<file path="src/core/pcs_pkg.sv">
// Constants and types shared by the clock synthesizer control block
// Summary of operation
// - Two references, exactly one active
// - Only dedicated or cascaded clocks count as references
// - Auto mode: switch when active reference vanishes
// - Manual mode: user logic selects the reference
// - At most five derived clock outputs
// - Only primary output drives external clock pin
// - Normal mode aligns register clock to input
// - Zero delay mode aligns external pin to input
// - Source synchronous keeps clock-to-data phase at pins
// - No compensation: no delay, lowest jitter
// - Run-time reload of divider and phase settings
// - Optional self reset when lock falls
// - Lock high only when locked and outputs valid
// - Phase detector off keeps current output frequency
package pcs_pkg;
   typedef enum logic [1:0] {PCS_NORMAL, PCS_ZERO_DELAY, PCS_SRC_SYNC, PCS_NO_COMP} pcs_mode_e;

   localparam int MCLK_MHZ = 25;
   // Reference counted absent after this long without a rising edge
   localparam int REF_LOSS_NS = 2000;
   localparam int REF_LOSS_CYCLES = (REF_LOSS_NS * MCLK_MHZ + 999) / 1000;
   // Self reset pulse length on loss of lock
   localparam int AUTO_RST_NS = 400;
   localparam int AUTO_RST_CYCLES = (AUTO_RST_NS * MCLK_MHZ + 999) / 1000;
   localparam int LOCK_EDGES = 8;
   localparam int N_REF = 2;
   localparam int N_OUT = 5;
   localparam int DIV_W = 8;

   localparam logic [3:0] TAPS_NORMAL = 4'h4;
   localparam logic [3:0] TAPS_ZERO_DELAY = 4'h6;
   localparam logic [3:0] TAPS_SRC_SYNC = 4'h2;
   localparam logic [3:0] TAPS_NONE = 4'h0;
   localparam logic [7:0] DIV_RESET = 8'h01;
   localparam logic [7:0] PHASE_RESET = 8'h00;
endpackage : pcs_pkg

</file>
<file path="src/core/pcs_ref_monitor.sv">
// Reference clock synchroniser, edge detector and presence monitor
`timescale 1ns/10ps
module pcs_ref_monitor #(
   parameter int TIMEOUT = pcs_pkg::REF_LOSS_CYCLES
) (
   input wire logic i_mclk,
   input wire logic i_reset_n,
   input wire logic i_ref_pin,
   input wire logic i_dedicated,
   output logic o_edge,
   output logic o_present
);
   if (TIMEOUT < 4 || TIMEOUT > 65535)
   begin : g_bad_timeout
      $error("pcs_ref_monitor: TIMEOUT out of range");
   end

   logic sync1;
   logic sync2;
   logic sync3;
   logic [15:0] idle;

   always_ff @(posedge i_mclk)
   begin
      sync1 <= i_ref_pin;
      sync2 <= sync1;
      sync3 <= sync2;
   end

   // Only rising edges seen on a dedicated or cascaded source count
   always_ff @(posedge i_mclk)
   begin
      if (!i_reset_n)
      begin
         o_edge <= 1'b0;
         o_present <= 1'b0;
         idle <= 16'h0000;
      end
      else
      begin
         o_edge <= sync2 & ~sync3 & i_dedicated;
         if (!i_dedicated)
         begin
            o_present <= 1'b0;
            idle <= 16'h0000;
         end
         else if (sync2 & ~sync3)
         begin
            o_present <= 1'b1;
            idle <= 16'h0000;
         end
         else if (idle == 16'(TIMEOUT - 1))
            o_present <= 1'b0;
         else
            idle <= idle + 16'h0001;
      end
   end
endmodule : pcs_ref_monitor

</file>
<file path="src/core/pcs_core.sv">
// Clock synthesizer control: reference select, lock, reset and output dividers
`timescale 1ns/10ps
module pcs_core #(
   parameter int LOCK_EDGES = pcs_pkg::LOCK_EDGES,
   parameter int AUTO_RST_CYCLES = pcs_pkg::AUTO_RST_CYCLES
) (
   input wire logic i_mclk,
   input wire logic i_reset_n,
   input wire logic [1:0] i_ref_pin,
   input wire logic [1:0] i_ref_dedicated,
   input wire logic i_areset_pin,
   input wire logic i_pfd_enable,
   input wire logic i_auto_switch_en,
   input wire logic i_manual_sel,
   input wire logic i_auto_reset_en,
   input wire pcs_pkg::pcs_mode_e i_mode,
   input wire logic i_reconfig_strobe,
   input wire logic [pcs_pkg::N_OUT-1:0][pcs_pkg::DIV_W-1:0] i_div_half,
   input wire logic [pcs_pkg::N_OUT-1:0][pcs_pkg::DIV_W-1:0] i_phase,
   output logic o_locked,
   output logic o_active_ref,
   output logic o_ref_present,
   output logic o_primary_clock_out,
   output logic o_secondary_clock_out_1,
   output logic o_secondary_clock_out_2,
   output logic o_secondary_clock_out_3,
   output logic o_secondary_clock_out_4,
   output logic o_ext_clk_pin,
   output logic [3:0] o_comp_taps
);
   localparam int NO = pcs_pkg::N_OUT;
   localparam int DW = pcs_pkg::DIV_W;

   if (LOCK_EDGES < 2 || LOCK_EDGES > 255)
   begin : g_bad_lock
      $error("pcs_core: LOCK_EDGES out of range");
   end
   // The self reset check below expects at least three cycles of loop reset
   if (AUTO_RST_CYCLES < 3 || AUTO_RST_CYCLES > 65535)
   begin : g_bad_rst
      $error("pcs_core: AUTO_RST_CYCLES out of range");
   end
   if (NO > 5 || pcs_pkg::N_REF != 2)
   begin : g_bad_size
      $error("pcs_core: unsupported size");
   end

   logic [1:0] ref_edge;
   logic [1:0] ref_present;
   logic areset_s1;
   logic areset_s2;
   logic pfd_s1;
   logic pfd_s2;
   logic active;
   logic switch_evt;
   logic locked;
   logic [7:0] edge_cnt;
   logic [15:0] auto_rst_cnt;
   logic running;
   logic pll_rst;
   logic act_edge;
   logic act_present;
   logic [NO-1:0] clk_q;
   logic [NO-1:0][DW-1:0] cnt;
   logic [NO-1:0][DW-1:0] half;
   logic [NO-1:0][DW-1:0] phase;

   for (genvar r = 0; r < 2; r++)
   begin : g_ref
      pcs_ref_monitor #(.TIMEOUT(pcs_pkg::REF_LOSS_CYCLES)) u_mon (
         .i_mclk(i_mclk),
         .i_reset_n(i_reset_n),
         .i_ref_pin(i_ref_pin[r]),
         .i_dedicated(i_ref_dedicated[r]),
         .o_edge(ref_edge[r]),
         .o_present(ref_present[r])
      );
   end

   // Reset and phase detector enable are board pins
   always_ff @(posedge i_mclk)
   begin
      areset_s1 <= i_areset_pin;
      areset_s2 <= areset_s1;
      pfd_s1 <= i_pfd_enable;
      pfd_s2 <= pfd_s1;
   end

   assign pll_rst = areset_s2 | (auto_rst_cnt != 16'h0000);
   assign act_edge = ref_edge[active];
   assign act_present = ref_present[active];

   // Exactly one reference active; an automatic switch only occurs to a present clock, a manual one does not check presence
   always_ff @(posedge i_mclk)
   begin
      if (!i_reset_n)
      begin
         active <= 1'b0;
         switch_evt <= 1'b0;
      end
      else
      begin
         switch_evt <= 1'b0;
         if (i_auto_switch_en)
         begin
            if (!act_present && ref_present[~active])
            begin
               active <= ~active;
               switch_evt <= 1'b1;
            end
         end
         else if (i_manual_sel != active)
         begin
            active <= i_manual_sel;
            switch_evt <= 1'b1;
         end
      end
   end

   // Lock needs an unbroken run of reference edges with the detector on
   always_ff @(posedge i_mclk)
   begin
      if (!i_reset_n || pll_rst || switch_evt || i_reconfig_strobe)
      begin
         locked <= 1'b0;
         edge_cnt <= 8'h00;
      end
      else if (pfd_s2 && !act_present)
      begin
         locked <= 1'b0;
         edge_cnt <= 8'h00;
      end
      else if (pfd_s2 && act_edge && !locked)
      begin
         if (edge_cnt == 8'(LOCK_EDGES - 1))
            locked <= 1'b1;
         else
            edge_cnt <= edge_cnt + 8'h01;
      end
   end

   // Self reset holds the loop down for a fixed time after lock falls
   always_ff @(posedge i_mclk)
   begin
      if (!i_reset_n)
         auto_rst_cnt <= 16'h0000;
      else if (auto_rst_cnt != 16'h0000)
         auto_rst_cnt <= auto_rst_cnt - 16'h0001;
      else if (i_auto_reset_en && o_locked && !locked && !areset_s2)
         auto_rst_cnt <= 16'(AUTO_RST_CYCLES);
   end

   // Once started, outputs free-run through reference loss while the phase detector is off: holdover
   always_ff @(posedge i_mclk)
   begin
      if (!i_reset_n || pll_rst)
         running <= 1'b0;
      else if (locked)
         running <= 1'b1;
      else if (pfd_s2 && !act_present)
         running <= 1'b0;
      else
         running <= running;
   end

   // Settings take effect at the strobe; lock is dropped so user logic sees the glitch
   always_ff @(posedge i_mclk)
   begin
      if (!i_reset_n)
      begin
         half <= {NO{pcs_pkg::DIV_RESET}};
         phase <= {NO{pcs_pkg::PHASE_RESET}};
      end
      else if (i_reconfig_strobe)
      begin
         half <= i_div_half;
         phase <= i_phase;
      end
   end

   for (genvar k = 0; k < NO; k++)
   begin : g_div
      logic [DW-1:0] top;
      assign top = (half[k] == '0) ? '0 : half[k] - 1'b1;
      always_ff @(posedge i_mclk)
      begin
         if (!i_reset_n || !running || (locked && !o_locked))
         begin
            clk_q[k] <= 1'b0;
            cnt[k] <= phase[k];
         end
         else if (cnt[k] == '0)
         begin
            clk_q[k] <= ~clk_q[k];
            cnt[k] <= top;
         end
         else
            cnt[k] <= cnt[k] - 1'b1;
      end
   end

   always_ff @(posedge i_mclk)
   begin
      if (!i_reset_n)
         o_comp_taps <= pcs_pkg::TAPS_NONE;
      else
         case (i_mode)
            pcs_pkg::PCS_NORMAL: o_comp_taps <= pcs_pkg::TAPS_NORMAL;
            pcs_pkg::PCS_ZERO_DELAY: o_comp_taps <= pcs_pkg::TAPS_ZERO_DELAY;
            pcs_pkg::PCS_SRC_SYNC: o_comp_taps <= pcs_pkg::TAPS_SRC_SYNC;
            default: o_comp_taps <= pcs_pkg::TAPS_NONE;
         endcase
   end

   // Outputs registered once more; downstream must gate on lock
   always_ff @(posedge i_mclk)
   begin
      if (!i_reset_n)
      begin
         o_locked <= 1'b0;
         o_active_ref <= 1'b0;
         o_ref_present <= 1'b0;
         o_primary_clock_out <= 1'b0;
         o_secondary_clock_out_1 <= 1'b0;
         o_secondary_clock_out_2 <= 1'b0;
         o_secondary_clock_out_3 <= 1'b0;
         o_secondary_clock_out_4 <= 1'b0;
         o_ext_clk_pin <= 1'b0;
      end
      else
      begin
         o_locked <= locked;
         o_active_ref <= active;
         o_ref_present <= act_present;
         o_primary_clock_out <= clk_q[0];
         o_secondary_clock_out_1 <= clk_q[1];
         o_secondary_clock_out_2 <= clk_q[2];
         o_secondary_clock_out_3 <= clk_q[3];
         o_secondary_clock_out_4 <= clk_q[4];
         o_ext_clk_pin <= clk_q[0];
      end
   end
endmodule : pcs_core

</file>
<file path="config.mk">
export PLATFORM = sky130hd
export DESIGN_NAME = pcs_core
export DESIGN_NICKNAME = d
export VERILOG_FILES = /design/src/core/pcs_pkg.sv /design/src/core/pcs_ref_monitor.sv /design/src/core/pcs_core.sv
export SDC_FILE = /design/constraint.sdc
export NUM_CORES = 1
export LEC_CHECK = 0
export ABC_AREA = 1
export CORE_AREA = 5 5 160 162
export DETAILED_ROUTE_END_ITERATION = 8
export DIE_AREA = 0 0 165 167
export DONT_BUFFER_PORTS = 1
export GPL_ROUTABILITY_DRIVEN = 0
export HOLD_SLACK_MARGIN = 0.1
export SLEW_MARGIN = 20
export SYNTH_ARGS = -nofsm -noshare
export SYNTH_HDL_FRONTEND = slang
export SYNTH_HIERARCHICAL = 1
export SYNTH_SLANG_ARGS = --single-unit
</file>
<file path="constraint.sdc">
create_clock -name i_mclk -period 3.4 [get_ports i_mclk]
set_input_delay 0.17 -clock i_mclk [delete_from_list [all_inputs] [get_ports i_mclk]]
set_output_delay 0.17 -clock i_mclk [all_outputs]
set_load 0.01 [all_outputs]
</file>
==> summary.txt <==
Global routing
  – Initial antenna violation count: 4
  – GR Util All Layers: 19.0%
  – First-pass GRT wire length: 44.3 mm
  – Vias in the first global route: 9,495
  – Largest net degree at the start of global routing: 94
  – Total gr overflow: 0

Flow run
  – Max_cap viols: 0

Synthesis
  – Post-synth EDFFs: 0
  – Cells after Synth: 1,551
  – Synthesized area per cell: 6.84 um2
  – Mapped cell area: 10,600 um2
  – Yosys reg bits: 209
  – Synth Flop Type: dfxtp_1
  – Synth cell types: 46
  – Synth area leaders: dfxtp_1 (39%), nand2_1 (11%), nor2_1 (10%), inv_1 (6.3%), o21ai_0 (5.0%)
  – Post-synth ARST share: 0%
  – Seq/Total Area, Yosys: roughly two fifths
  – Synth area leader: dfxtp_1
  – Synth warn: 6
  – Yosys top cell area share: 39.4%

Clock network
  – CTS tree: done
  – Sinks on Clock Net: 209
  – Worst-path clk slew: about 0.050 ns
  – Num CTS Buffers: 25
  – H-tree levels: 1
  – Worst skew pair latency: about 0.53 ns
  – Post-CTS sizing: 0
  – Clock root buffer: clkbuf_16
  – Clock Tree Buf Depth: 3

Finish
  – # nets final: roughly 1,800
  – Share of cells above drive strength 1: under 10%
  – Post-route cell area: about 13,000 um2
  – Non-filler cells, final: a little over 2,000
  – Area Overhead vs Synth: 24.4%

Setup path
  – Worst setup EP type: flip-flop
  – Critical Path AT: between 2 and 2.5 ns
  – Setup CP Type: flip-flop to flip-flop
  – Worst EP required: 3.86 ns
  – Crit path launch: active
  – Critical R2R Capture: active
  – Setup crit end: active
  – CP max FO: 9
  – FF-to-FF setup slack: 1.44 ns
  – Worst setup SP type: flip-flop
  – Worst reg2reg startpoint: active
  – Worst r2r path cells: 4

STA
  – Fmax: 510 MHz
  – Final setup violation count: 0
  – Final Max Tran Viols: 0
  – RSZ-0062 raised after global routing: false
  – Count of final hold-check violations: 0
  – Worst Skew: ~0.015 ns
  – PnR worst setup slack: 1.44 ns
  – Post-Route Setup TNS: 0 ns
  – Min Clock Period, post-route: 1.96 ns
  – WHS: 0.125 ns
  – Slew @ Worst Pin: 0.836 ns
  – Slew HR: 44.2%
  – Final period util: 57.7%

Floorplan
  – Core area: 24,000 um2
  – DIE AREA: 27,600 um2
  – Die Ht: 167 um
  – Die W: 165 um
  – Initial core utilization: 44.3%
  – Io pins: 107
  – Row count: 57

Route
  – Starting DRT DRC Count: 469
  – Via count: a little under 10,000
  – DRT antenna net count: 0
  – Routed vias/inst: 4.85
  – TritonRoute pass-1 iters: 5
  – Drt total wl: 26.5 mm
  – WL per Instance: 13.0 um
  – # DRC: 0

Power
  – Peak VDD IR: slightly below 400 uV
  – PwrDens: 535 nW/um2
  – Static leakage: 5.94 nW

Place
  – # placed instances: 1,838
  – Placed Area: 10,900 um2
  – Port bufs: 0
  – Dpl ws: 1.68 ns
  – DP HPWL: 17.3 mm

Hold path
  – Hold WC Path Type: input pin to flip-flop

Status
  – Status: complete, no violations
## layer usage
layer  GRT usage, %  vias to the layer above  part of all wire [%]
li1               -                     5179                     -
met3           3.21                       44                   4.7
met1           24.6                     4434                    46
met5              0                        -                 0.045
met4           5.28                        2                   2.5
met2           32.6                      207                    47
## cell usage after synthesis, types with 2 or more instances
cell type	count
inv_1	179
buf_4	5
xnor2_1	2
dfxtp_1	209
nor2_2	16
nor2_1	290
nand2_4	4
inv_2	14
o21bai_1	3
nand3_2	3
clkinv_1	3
buf_2	16
a31oi_1	14
xor2_1	30
nor3_2	7
a21oi_2	4
a21oi_1	94
or2_0	3
nor3b_1	2
nor2_8	2
ha_1	29
nand3_1	84
o21ai_1	10
and3_1	2
o21ai_0	107
nor2_4	15
a21boi_0	2
nand4_1	18
nand2_2	13
nand3b_1	4
nand2_1	316
nor3_1	14
o21ai_2	3
o21a_1	2
clkbuf_1	21
## repair_timing
action	4_1_cts	5_1_grt
setup buffers	0	0
endpoints found under the hold margin	130	0
hold buffers	148	0
## worst min-delay path by stage
stage / cells after the start / startpoint / end
2_1_floorplan: 0 / i_areset_pin / areset_s1
3_3_place_gp: 0 / i_ref_pin[0] / g_ref[0].u_mon/sync1
3_5_place_dp: 0 / i_areset_pin / areset_s1
4_1_cts: 3 / i_reconfig_strobe / phase[29]
5_1_grt: 3 / i_reconfig_strobe / phase[6]
6_report: 3 / i_reconfig_strobe / phase[29]
## layout make-up
type	instances	area (um2)
sequential	209	4180
multi-input combinational	1104	5490
tap	324	405
clock inverter	7	66.3
clock buffer	38	764
fill	2315	10800
antenna	2	5.00
inverter	196	737
timing repair buffer	153	1550
## per-stage QoR
step                      util (%)  power, mW
after floorplan                  -       4.02
after global placement        45.3       4.24
after detailed placement      45.3       4.27
after CTS                     55.1       7.13
after global routing          55.1       7.51
final                         55.1       7.06
## cells by family after synthesis
kind of cell               after synthesis  share of synthesized area (%)
AOI/OAI and AO/OA                      243                           12.2
and+or+nand+nor                        798                           33.4
xor gates and xnor gates                32                           2.64
DFF                                    209                           39.4
other                                    1                         0.0353
adders and majority gates               29                           3.42
buffers and inverters                  239                           8.89
## layout by cell type, fill, tap and decap left out, types with 5 or more instances in the layout
cell and instances:
o21ai_1 10, nor2_2 16, clkinv_2 5, o21ai_0 107
nand4_1 18, xor2_1 30, nand3_1 84, inv_2 13
nor3_2 7, nand2_2 13, ha_1 29, nor3_1 14
clkbuf_16 25, nor2_4 15, clkbuf_8 9, buf_4 5
nand2_1 316, a31oi_1 14, nor2_1 290, inv_1 179
a21oi_1 94, dlygate4sd3_1 146, dfxtp_1 209
## report_power, final
part,internal (mW),switching (mW)
clock network,1.62,1.04
logic,0.632,0.947
registers,2.65,0.172
total,4.90,2.16
## state kept, by name, summed over array words and instances (netlist names), 5 cells and up
signal / count
edge_cnt: 8
cnt: 40
phase: 40
clk_q: 5
g_ref.u_mon/idle: 32
half: 40
auto_rst_cnt: 16
## critical path, stage by stage, from the launching register on
cell and delay [ns]:
dfxtp_1 0.47, a21oi_1 0.06, dlygate4sd3_1 0.56, a211oi_1 0.23, dlygate4sd3_1 0.59
Power figures use the tool's default switching activity.
